==> src/shared/drs_pkg.sv <==
// package: constants and types of the dma request steering block
package drs_pkg;
    localparam int NUM_CH = 4;
    localparam int DATA_W = 32;
    localparam int NIB_W = 4;
    localparam int NUM_NIB = 8;
    localparam int EN_BIT = 0;
    localparam int SEL_LSB = 1;
    localparam int SEL_W = 2;
    localparam int RSV_BIT = 3;
    localparam int PEND_W = 10;
    localparam logic [9:0] PEND_MAX = 10'h3ff;
    localparam int CNT_W = 16;
    localparam int FIFO_DEPTH = 8;

    typedef struct packed {
        logic [1:0] chan_sel;
        logic       enable;
    } drs_steer_type;

    localparam drs_steer_type STEER_RESET = 3'h0;

    typedef struct packed {
        logic              enable;
        logic              initialized;
        logic              block_mode;
        logic              aux_handshake_disable;
        logic              to_memory;
        logic              overflow_irq_en;
        logic [CNT_W-1:0]  transfer_count;
    } drs_chan_cfg_type;

    typedef enum logic [0:0] {
        ENG_IDLE = 1'b0,
        ENG_XFER = 1'b1
    } drs_eng_state_type;
endpackage

==> src/rtl/drs_steering.sv <==
// design: dma request steering register, pending counters, fifo and ack engine
`timescale 1ns/10ps

module drs_fifo #(
    parameter int W     = 32,
    parameter int DEPTH = 8
) (
    input  wire logic         clk,
    input  wire logic         resetn,
    input  wire logic         in_valid,
    output logic              in_ready,
    input  wire logic [W-1:0] in_data,
    output logic              out_valid,
    input  wire logic         out_ready,
    output logic [W-1:0]      out_data,
    output logic [$clog2(DEPTH+1)-1:0] level
);
    localparam int PW = $clog2(DEPTH);
    localparam int CW = $clog2(DEPTH+1);

    if (DEPTH < 2 || (1 << PW) != DEPTH) begin : g_chk
        $error("fifo depth must be a power of two of at least 2");
    end

    logic [W-1:0]  mem_q [DEPTH];
    logic [PW-1:0] wr_q;
    logic [PW-1:0] rd_q;
    logic [CW-1:0] cnt_q;
    logic          full_q;
    logic          empty_q;
    logic          push;
    logic          pop;
    logic [CW-1:0] cnt_d;

    assign in_ready  = !full_q;
    assign out_valid = !empty_q;
    assign out_data  = mem_q[rd_q];
    assign level     = cnt_q;
    assign push      = in_valid && !full_q;
    assign pop       = out_ready && !empty_q;

    always_comb begin
        cnt_d = cnt_q;
        if (push && !pop) begin
            cnt_d = cnt_q + CW'(1);
        end else if (pop && !push) begin
            cnt_d = cnt_q - CW'(1);
        end
    end

    always_ff @(posedge clk) begin
        if (push) begin
            mem_q[wr_q] <= in_data;
        end
    end

    always_ff @(posedge clk) begin
        if (!resetn) begin
            wr_q    <= '0;
            rd_q    <= '0;
            cnt_q   <= '0;
            full_q  <= 1'b0;
            empty_q <= 1'b1;
        end else begin
            if (push) begin
                wr_q <= wr_q + PW'(1);
            end
            if (pop) begin
                rd_q <= rd_q + PW'(1);
            end
            cnt_q   <= cnt_d;
            full_q  <= (cnt_d == CW'(DEPTH));
            empty_q <= (cnt_d == '0);
        end
    end
endmodule

module drs_chan (
    input  wire logic                      clk,
    input  wire logic                      resetn,
    input  wire drs_pkg::drs_chan_cfg_type cfg,
    input  wire logic                      clear,
    input  wire logic                      req,
    input  wire logic                      last_mark,
    input  wire logic                      served,
    input  wire logic                      term,
    output logic [drs_pkg::PEND_W-1:0]     pending_q,
    output logic [drs_pkg::PEND_W-1:0]     last_pos_q,
    output logic                           overflow_q
);
    localparam int PW = drs_pkg::PEND_W;
    logic          en_q;
    logic          wipe;
    logic          inc;
    logic [PW-1:0] pend_d;

    // a new request is lost at saturation rather than wrapping
    assign inc  = req && cfg.enable && (pending_q != drs_pkg::PEND_MAX);
    assign wipe = clear || (cfg.enable && !en_q) || term;

    always_comb begin
        pend_d = pending_q;
        if (inc && !served) begin
            pend_d = pending_q + PW'(1);
        end else if (served && !inc && pending_q != '0) begin
            pend_d = pending_q - PW'(1);
        end
    end

    always_ff @(posedge clk) begin
        if (!resetn) begin
            en_q <= 1'b0;
        end else begin
            en_q <= cfg.enable;
        end
    end

    always_ff @(posedge clk) begin
        if (!resetn) begin
            pending_q <= '0;
        end else if (wipe) begin
            pending_q <= '0;
        end else begin
            pending_q <= pend_d;
        end
    end

    // position of the last request, counted down as earlier ones are served
    always_ff @(posedge clk) begin
        if (!resetn) begin
            last_pos_q <= '0;
        end else if (wipe) begin
            last_pos_q <= '0;
        end else if (last_mark && inc) begin
            last_pos_q <= pend_d;
        end else if (served && last_pos_q != '0) begin
            last_pos_q <= last_pos_q - PW'(1);
        end
    end

    // sticky; a new overflow wins over the clear
    always_ff @(posedge clk) begin
        if (!resetn) begin
            overflow_q <= 1'b0;
        end else if (req && cfg.enable && cfg.overflow_irq_en
                     && pending_q == drs_pkg::PEND_MAX && !served) begin
            overflow_q <= 1'b1;
        end else if (clear) begin
            overflow_q <= 1'b0;
        end
    end
endmodule

module drs_steering #(
    parameter int NIBBLE = 0,
    parameter int DEPTH  = drs_pkg::FIFO_DEPTH
) (
    input  wire logic                          clk,
    input  wire logic                          resetn,
    input  wire logic                          reg_sel,
    input  wire logic                          reg_wr,
    input  wire logic                          reg_rd,
    input  wire logic [3:0]                    reg_be,
    input  wire logic [drs_pkg::DATA_W-1:0]    reg_wdata,
    output logic [drs_pkg::DATA_W-1:0]         reg_rdata_q,
    input  wire logic                          device_request_in,
    input  wire logic                          device_status_in,
    input  wire logic [drs_pkg::DATA_W-1:0]    device_read_data,
    output logic                               device_acknowledge_out,
    output logic                               dma_control_out,
    output logic [drs_pkg::DATA_W-1:0]         device_write_data,
    input  wire drs_pkg::drs_chan_cfg_type     chan_cfg [drs_pkg::NUM_CH],
    input  wire logic [drs_pkg::NUM_CH-1:0]    chan_clear,
    input  wire logic [drs_pkg::NUM_CH-1:0]    software_request,
    input  wire logic                          mem_rd_valid,
    input  wire logic [drs_pkg::DATA_W-1:0]    mem_rd_data,
    output logic                               mem_rd_ready,
    output logic                               mem_wr_valid,
    output logic [drs_pkg::DATA_W-1:0]         mem_wr_data,
    input  wire logic                          mem_wr_ready,
    output logic [drs_pkg::PEND_W-1:0]         pending_count [drs_pkg::NUM_CH],
    output logic [drs_pkg::NUM_CH-1:0]         overflow_irq
);
    localparam int NC = drs_pkg::NUM_CH;
    localparam int DW = drs_pkg::DATA_W;
    localparam int LW = $clog2(DEPTH+1);

    if (NIBBLE < 0 || NIBBLE >= drs_pkg::NUM_NIB) begin : g_chk
        $error("NIBBLE must select one of the eight data nibbles");
    end

    drs_pkg::drs_steer_type      steer_q;
    drs_pkg::drs_eng_state_type  state_q;
    logic [1:0]                  srv_q;
    logic [drs_pkg::CNT_W-1:0]   items_q;
    logic                        go_q;
    logic                        ack_q;
    logic                        ctl_q;
    logic [DW-1:0]               wdat_q;
    logic [drs_pkg::PEND_W-1:0]  last_pos [NC];
    logic [NC-1:0]               ovf;
    logic [NC-1:0]               req_v;
    logic [NC-1:0]               last_v;
    logic [NC-1:0]               ok;
    logic [NC-1:0]               served;
    logic [NC-1:0]               term;
    drs_pkg::drs_chan_cfg_type   cs;
    logic [3:0]                  wnib;
    logic                        wlane;
    logic                        m2d;
    logic                        go;
    logic                        fin;
    logic                        last_fin;
    logic                        steered;
    logic                        pick_v;
    logic [1:0]                  pick;
    logic                        f_in_valid;
    logic                        f_in_ready;
    logic [DW-1:0]               f_in_data;
    logic                        f_out_valid;
    logic                        f_out_ready;
    logic [DW-1:0]               f_out_data;
    logic [LW-1:0]               f_level;

    // register port: the register lives on one nibble of the data bus
    assign wnib  = reg_wdata[NIBBLE*4 +: 4];
    assign wlane = reg_be[NIBBLE/2];

    always_ff @(posedge clk) begin
        if (!resetn) begin
            steer_q <= drs_pkg::STEER_RESET;
        end else if (reg_sel && reg_wr && wlane) begin
            steer_q.enable   <= wnib[drs_pkg::EN_BIT];
            steer_q.chan_sel <= wnib[drs_pkg::SEL_LSB +: drs_pkg::SEL_W];
        end
    end

    // other nibbles and the reserved bit read as zero
    always_ff @(posedge clk) begin
        if (!resetn) begin
            reg_rdata_q <= '0;
        end else if (reg_sel && reg_rd) begin
            reg_rdata_q <= DW'({1'b0, steer_q.chan_sel, steer_q.enable}) << (NIBBLE*4);
        end
    end

    // request qualification per channel
    always_comb begin
        for (int i = 0; i < NC; i++) begin
            ok[i]     = chan_cfg[i].enable && chan_cfg[i].initialized;
            req_v[i]  = ok[i] && (software_request[i]
                        || (device_request_in && steer_q.enable
                            && steer_q.chan_sel == 2'(i)));
            last_v[i] = device_request_in && device_status_in && steer_q.enable
                        && steer_q.chan_sel == 2'(i)
                        && !chan_cfg[i].aux_handshake_disable
                        && !chan_cfg[i].block_mode;
            served[i] = fin && srv_q == 2'(i);
            term[i]   = last_fin && srv_q == 2'(i);
        end
    end

    for (genvar g = 0; g < NC; g++) begin : g_ch
        drs_chan u_chan (
            .clk        (clk),
            .resetn     (resetn),
            .cfg        (chan_cfg[g]),
            .clear      (chan_clear[g]),
            .req        (req_v[g]),
            .last_mark  (last_v[g]),
            .served     (served[g]),
            .term       (term[g]),
            .pending_q  (pending_count[g]),
            .last_pos_q (last_pos[g]),
            .overflow_q (ovf[g])
        );
    end
    assign overflow_irq = ovf;

    // lowest numbered ready channel with work is served first
    always_comb begin
        pick_v = 1'b0;
        pick   = 2'h0;
        for (int i = NC - 1; i >= 0; i--) begin
            if (ok[i] && pending_count[i] != '0) begin
                pick_v = 1'b1;
                pick   = 2'(i);
            end
        end
    end

    assign cs      = chan_cfg[srv_q];
    assign m2d     = !cs.to_memory;
    assign steered = steer_q.enable && steer_q.chan_sel == srv_q;
    // room counts the item whose data lands at the edge that ends its ack
    assign go = state_q == drs_pkg::ENG_XFER && ok[srv_q]
                && (m2d ? f_out_valid : (LW'(32'(f_level) + 32'(go_q)) < LW'(DEPTH)));
    assign fin      = go && items_q <= drs_pkg::CNT_W'(1);
    assign last_fin = fin && last_pos[srv_q] == drs_pkg::PEND_W'(1)
                      && !cs.aux_handshake_disable && !cs.block_mode;

    always_ff @(posedge clk) begin
        if (!resetn) begin
            state_q <= drs_pkg::ENG_IDLE;
            srv_q   <= 2'h0;
            items_q <= '0;
        end else begin
            case (state_q)
                drs_pkg::ENG_IDLE: begin
                    if (pick_v) begin
                        srv_q   <= pick;
                        items_q <= chan_cfg[pick].block_mode
                                   ? chan_cfg[pick].transfer_count
                                   : drs_pkg::CNT_W'(1);
                        state_q <= drs_pkg::ENG_XFER;
                    end
                end
                drs_pkg::ENG_XFER: begin
                    if (!ok[srv_q] || fin) begin
                        state_q <= drs_pkg::ENG_IDLE;
                    end else if (go) begin
                        items_q <= items_q - drs_pkg::CNT_W'(1);
                    end
                end
                default: state_q <= drs_pkg::ENG_IDLE;
            endcase
        end
    end

    // acknowledge lasts one cycle per item; block mode items can run back to back
    always_ff @(posedge clk) begin
        if (!resetn) begin
            go_q  <= 1'b0;
            ack_q <= 1'b0;
            ctl_q <= 1'b0;
        end else begin
            go_q  <= go && !m2d;
            ack_q <= go && steered;
            ctl_q <= last_fin && steered;
        end
    end

    always_ff @(posedge clk) begin
        if (!resetn) begin
            wdat_q <= '0;
        end else if (go && m2d) begin
            wdat_q <= f_out_data;
        end
    end

    assign device_acknowledge_out = ack_q;
    assign dma_control_out        = ctl_q;
    assign device_write_data      = wdat_q;

    // device data is sampled at the edge that ends its acknowledge
    assign f_in_valid  = m2d ? mem_rd_valid : go_q;
    assign f_in_data   = m2d ? mem_rd_data : device_read_data;
    assign f_out_ready = m2d ? go : mem_wr_ready;
    assign mem_rd_ready = m2d && f_in_ready;
    assign mem_wr_valid = !m2d && f_out_valid;
    assign mem_wr_data  = f_out_data;

    drs_fifo #(
        .W     (DW),
        .DEPTH (DEPTH)
    ) u_fifo (
        .clk       (clk),
        .resetn    (resetn),
        .in_valid  (f_in_valid),
        .in_ready  (f_in_ready),
        .in_data   (f_in_data),
        .out_valid (f_out_valid),
        .out_ready (f_out_ready),
        .out_data  (f_out_data),
        .level     (f_level)
    );
endmodule

==> config.mk <==
export PLATFORM = sky130hd
export DESIGN_NAME = drs_steering
export DESIGN_NICKNAME = d
export VERILOG_FILES = /design/src/shared/drs_pkg.sv /design/src/rtl/drs_steering.sv
export SDC_FILE = /design/constraint.sdc
export NUM_CORES = 1
export LEC_CHECK = 0
export BUFFER_PORTS_ARGS = -buffer_cell sky130_fd_sc_hd__buf_4
export CAP_MARGIN = 15
export CORE_ASPECT_RATIO = 1.2
export CORE_MARGIN = 2
export CORE_UTILIZATION = 40
export CTS_CLUSTER_SIZE = 16
export DETAILED_ROUTE_END_ITERATION = 12
export GPL_TIMING_DRIVEN = 0
export SETUP_SLACK_MARGIN = 0.2
export SYNTH_ARGS = -nofsm -noshare
export SYNTH_HDL_FRONTEND = slang
export SYNTH_SLANG_ARGS = --single-unit
==> constraint.sdc <==
create_clock -name clk -period 15.7 [get_ports clk]
set_input_delay 0.785 -clock clk [delete_from_list [all_inputs] [get_ports clk]]
set_output_delay 0.785 -clock clk [all_outputs]
set_load 0.05 [all_outputs]
* Yosys cells after proc, flatten, opt, wreduce, memory -nomap -nowiden
Memory sizes are Yosys's and may differ from the RTL's. A register that Yosys moved wholly into a read port is not among the register bits.
Index checks and enable logic that the tools add are counted.
** Storage, ports and cells
- Memories :: 1
- Register bits :: 160
- Bits in writable memories :: 256
- Logic and storage cells :: 309
- Input port bits :: 205
- Output and inout port bits :: 144
** Operators by class
- Magnitude comparators :: 5
- Equality and inequality tests :: 20
- Bitwise logic cells :: 4
- Reduce and logical (&&, ||, !) cells :: 169
- Add/subtract/negate cells :: 18
- Mux-type cells :: 61
** Memories
- u_fifo.mem_q :: depth 8, width 32, rd ports 1, clocked after memory_dff 1, write ports 1, RTL line drs_steering.sv:25 : logic [W-1:0] mem_q [DEPTH];
** Operators by type and width (number)
- $mux 10 :: 18
- $logic_and 1x1->1 :: 103
- $bmux 22 s2 :: 2
- $mux 20 :: 4
- $reduce_bool 10->1 :: 8
- $sub 10x1->10 const B :: 8
- $mux 16 :: 4
- $add 10x1->10 const B :: 4
- $eq 10x10->1 const B :: 4
- $ne 10x10->1 const B :: 4
- $mux 32 :: 1
- $pmux 16 s2 :: 1
- $logic_not 1->1 :: 28
- $bmux 10 s2 :: 1
- $mux 1 :: 20
- $le 16x1->1 const B :: 1
- $reduce_bool 2->1 :: 8
- $sub 16x1->16 const B :: 1
- $logic_or 1x1->1 :: 13
- $eq 10x1->1 const B :: 1
- $eq 2x2->1 const B :: 4
- $mux 2 :: 4
- $mux 4 :: 2
- $reduce_or 2->1 :: 4
- other kinds (21) :: 29

* Logic depth before layout (Yosys ltp)
- Word-level depth :: 13
- Gate-level depth with buffers :: 13
- Mapped depth without buffers :: 10

* Hierarchy
A second synthesis with hierarchy kept.
** Second synthesis, totals
- Cells, all modules :: 1733
- Area, all modules :: 20947.6 um^2
** Modules (own cells, without submodules)
- drs_fifo :: instances 1, cells each 450, sequential area each 7987.7 um^2, area each 10496.3 um^2
- drs_chan at g_ch[0].u_chan ... :: instances 3, cells each 183, sequential area each 440.4 um^2, area each 1524.0 um^2
- drs_steering :: instances 1, cells each 551, sequential area each 1201.2 um^2, area each 4398.0 um^2
- drs_chan at g_ch[1].u_chan :: instances 1, cells each 183, sequential area each 440.4 um^2, area each 1481.4 um^2

* Least setup slack after synthesis
Ideal clock, no wire load.
- Path type :: input to register
- Start :: input chan_cfg[17] in the netlist's numbering
- End :: memory u_fifo.mem_q[2][0], enable pin
- Setup time :: 513 ps
- Slack :: 9643 ps
- Data arrival time :: 5544 ps
- Buffers on the path :: 3
- Required time :: 15187 ps
- Stages on the path :: 7
- Cell sequence :: mux4_2 buf_2 mux2i_1 or2_2 clkbuf_1 clkbuf_1 nor4b_1
** On the way
- Word-level cells in the longest chain between the ends :: 7
** Ends and longest elaborated chain
- start: declaration :: RTL line drs_steering.sv:172 : input wire drs_pkg::drs_chan_cfg_type chan_cfg [drs_pkg::NUM_CH],
- $bmux 22 s2 :: RTL line drs_steering.sv:292 : assign cs = chan_cfg[srv_q];
- $mux 20 (implied by the code) (2 in series) :: RTL line drs_steering.sv:292
- $mux 1 :: RTL line drs_steering.sv:356 : assign f_in_valid = m2d ? mem_rd_valid : go_q;
- $logic_and 1x1->1 :: RTL line drs_steering.sv:39 : assign push = in_valid && !full_q;
- $mux 1 :: RTL line drs_steering.sv:52 : if (push) begin
- $mux 1 (implied by the code) :: RTL line drs_steering.sv:53 : mem_q[wr_q] <= in_data;
- end: declaration :: RTL line drs_steering.sv:25
Every way passes these cells. The select of a mux whose other input is x is not followed.

==> results.cfg <==
[synthesis]
syn_area_sq_um = 19940
ys_seq_area_share_pct = 54.91
yosysWarnings = 0
synthDistinctLibCells = 86
synth-main-ff-cell = edfxtp_1
synthCells = 1701
avgSynthCellArea_sq_um = 11.72
ys_seq_elements = 419
synth_edf_count = 256
async_flop_share_pct = 0

[placement]
portBuffers = 287
gp_congestion = 0.8876
dp_hpwl_um = 42470

[global_routing]
grt_first_pass_wirelength_um = 87630
globalRouteTotalUtil_pct = 21.73
grt_max_degree = 18
grt_pass1_vias = 15030
grt_remaining_overflow = 0
antenna_found_initial = 0

[clock_network]
ctsResizeCount = 0
cts-root-buf = clkbuf_16
clock-sinks = 419
cts-htree-levels = 2
postCtsSetupRepairBufs = 0
clk_path_buf_depth = 3
clk_latency_ns = 0.57
clk_pin_slew_ns = 0.06
cts_made_buffers = 44
cts_tree = yes
cts-hold-fix-buffers = 0

[floorplanning]
die_y_um = 248.6
core_area_sq_um = 49220
num_io_pins = 349
fp.dieW_um = 207.8
rows = 89
start_util_pct = 40.52
die_area_sq_um = 51660

[setup_path]
crit_slowest_cell = buf_1
cpPeakStageDelay_ns = 0.82
worst_setup_path_start_kind = flop
path_buf_inv = 3
cp.arrival_ns = 3.37
crit_type = flop to output pin
crit_family = buffers and inverters
crit_fanout = 10
crit_required_ns = 14.91
endpoint_kind = output pin
crit_chain = clkbuf_1 -> buf_1 -> mux4_2 -> mux2_2 -> buf_4

[timing]
drv_slew = 0
hold_violations = 0
clock_skew_ns = 0.01984
max_freq_ghz = 0.2409
finalCritPeriodShare_pct = 26.44
maxSlewHeadroom_pct = 24.72
fin_tns_setup_ns = 0
worstMarginPinSlew_ns = 1.129
setup_viol = 0
whs_ns = 0.4305
rsz0062_at_grt = false
period_needed_ns = 4.151

[min_path]
hold_class = input pin to flop

[detailed_routing]
via_count = 14960
drt_iter0_drc = 1089
wire_per_inst_um = 20.73
wl_um = 57430
route.detailed.drc = 0
via_per_inst = 5.400
first_pass_iters = 6
final_antenna_net_count = 0

[power]
irDropWorstVdd_v = 0.00006894
powerDensity_nw_per_um2 = 102.6
p_total_uw = 2546
leakage_uw = 0.009130

[job]
cap_violations = 0

[run_status]
status = complete, no violations

[finish]
layout.nets = 2323
drive_gt1_share_pct = 27.00
fillCellCount = 4458
area_growth_pct = 24.49
antennaDiodeCount = 0
utilization_pct = 50.44
-- cells in the mapped netlist (5+ instances only) --
| cell type | n | area share (%) |
|---|---|---|
| o21ai_0 | 40 | 1.0 |
| a211oi_1 | 40 | 1.5 |
| and4_1 | 10 | 0.44 |
| nor2b_1 | 16 | 0.50 |
| nor4_1 | 18 | 0.56 |
| and2_1 | 24 | 0.75 |
| edfxtp_1 | 256 | 39 |
| nand2_1 | 166 | 3.1 |
| dfxtp_1 | 163 | 16 |
| nand4b_1 | 5 | 0.22 |
| xnor2_1 | 56 | 2.5 |
| or4_1 | 9 | 0.34 |
| nand2b_1 | 5 | 0.16 |
| xor2_1 | 25 | 1.1 |
| mux2i_1 | 12 | 0.60 |
| o31ai_1 | 6 | 0.23 |
| o21bai_1 | 6 | 0.23 |
| mux4_2 | 81 | 9.1 |
| mux2_2 | 33 | 1.9 |
| nor2_1 | 197 | 3.7 |
| buf_1 | 9 | 0.17 |
| clkbuf_1 | 72 | 1.4 |
| a21boi_0 | 7 | 0.26 |
| nand3_1 | 55 | 1.4 |
| nor3b_1 | 45 | 1.7 |
| nor3_1 | 51 | 1.3 |
| a32o_1 | 5 | 0.25 |
| or3_1 | 14 | 0.44 |
| buf_2 | 10 | 0.25 |
| a22o_1 | 11 | 0.48 |
| nand4_1 | 28 | 0.88 |
| ha_1 | 21 | 1.3 |
| nand3b_1 | 9 | 0.34 |
| buf_4 | 33 | 1.2 |
| and3_1 | 18 | 0.56 |
| a21oi_1 | 30 | 0.75 |
| inv_1 | 30 | 0.56 |
-- layout make-up --
| class | instances | area [sq um] | area share (%) |
|---|---|---|---|
| Inverter | 31 | 116.4 | 0.4687 |
| Timing Repair Buffer | 322 | 2504 | 10.09 |
| Buffer | 126 | 624.3 | 2.515 |
| Tap cell | 637 | 797.0 | 3.211 |
| Clock buffer | 55 | 1162 | 4.682 |
| Clock inverter | 27 | 269.0 | 1.084 |
| Multi-Input combinational cell | 1153 | 8402 | 33.84 |
| Sequential cell | 419 | 10950 | 44.11 |
-- worst paths after layout --
check	startpoint	endpoint	slack [ns]	cells after the start
max	flop	mem_wr_data[4]	11.55	5
min	chan_cfg[21]	g_ch[3].u_chan.en_q	0.43	2
max reg2reg	g_ch[1].u_chan.pending_q[0]	items_q[14]	11.70	9
min reg2reg	reg_rdata_q[0]	reg_rdata_q[0]	0.48	2
-- routing by layer --
metal | global-route usage [%] | routed length [um] | part of all wire (%) | vias to the layer above
met3 | 4.079 | 3443 | 6.0 | 56
met4 | 4.397 | 863 | 1.5 | 0
met2 | 38.95 | 29260 | 51 | 509
met1 | 27.30 | 23860 | 42 | 7324
met5 | 0 | 0 | 0 | -
li1 | - | - | - | 7069
-- flip-flops by register name, summed over array words and instances, names as in the netlist, 4 cells and up, named ones only --
name and flops:
g_ch.u_chan.pending_q 40, g_ch.u_chan.overflow_q 4, items_q 16, u_fifo.mem_q 256, u_fifo.level 4, g_ch.u_chan.en_q 4
device_write_data 32, g_ch.u_chan.last_pos_q 40
-- layout by cell type, fill, tap and decap left out, drive strengths merged, types with 45 or more instances in the layout --
cell,count
buf,374
nand2,166
nor3b,45
xnor2,56
mux4,81
clkbuf,128
dfxtp,163
nand3,55
edfxtp,256
nor2,197
nor3,53
-- worst reg2reg max path: stages, from the launching register on --
cell and delay (ns):
dfxtp_1 0.35, inv_1 0.18, ha_1 0.19, or4b_2 0.60, nor3_1 0.36, nor2_1 0.16, o21ai_2 0.70, buf_2 0.50
mux4_2 0.60, a22o_1 0.25
-- kinds of logic after synthesis --
kind of cell             Yosys count  synth area share, %
AND/OR/NAND/NOR                  694                17.71
XOR/XNOR                          81                3.558
buffers and inverters            157                3.714
adder cells (fa/ha/maj)           22                1.368
other                              1              0.01880
multiplexers                     126                11.61
flip-flops                       419                54.91
AO/OA/AOI/OAI                    201                7.109
-- power by group --
group	internal, uW	switching (uW)
registers	1190	8.55
logic	120	185
clock network	596	446
total	1910	639
-- through the flow --
step                      std cells  setup slack [ns]  area (sq um)
after floorplan                1729             9.643         20050
after global placement         2653             5.705         23000
after detailed placement       2686             11.37         23380
after CTS                      2768             11.42         24810
after global routing           2770             11.29         24830
final                          2770             11.55         24830
No activity file was read; power rests on OpenSTA's default activity.
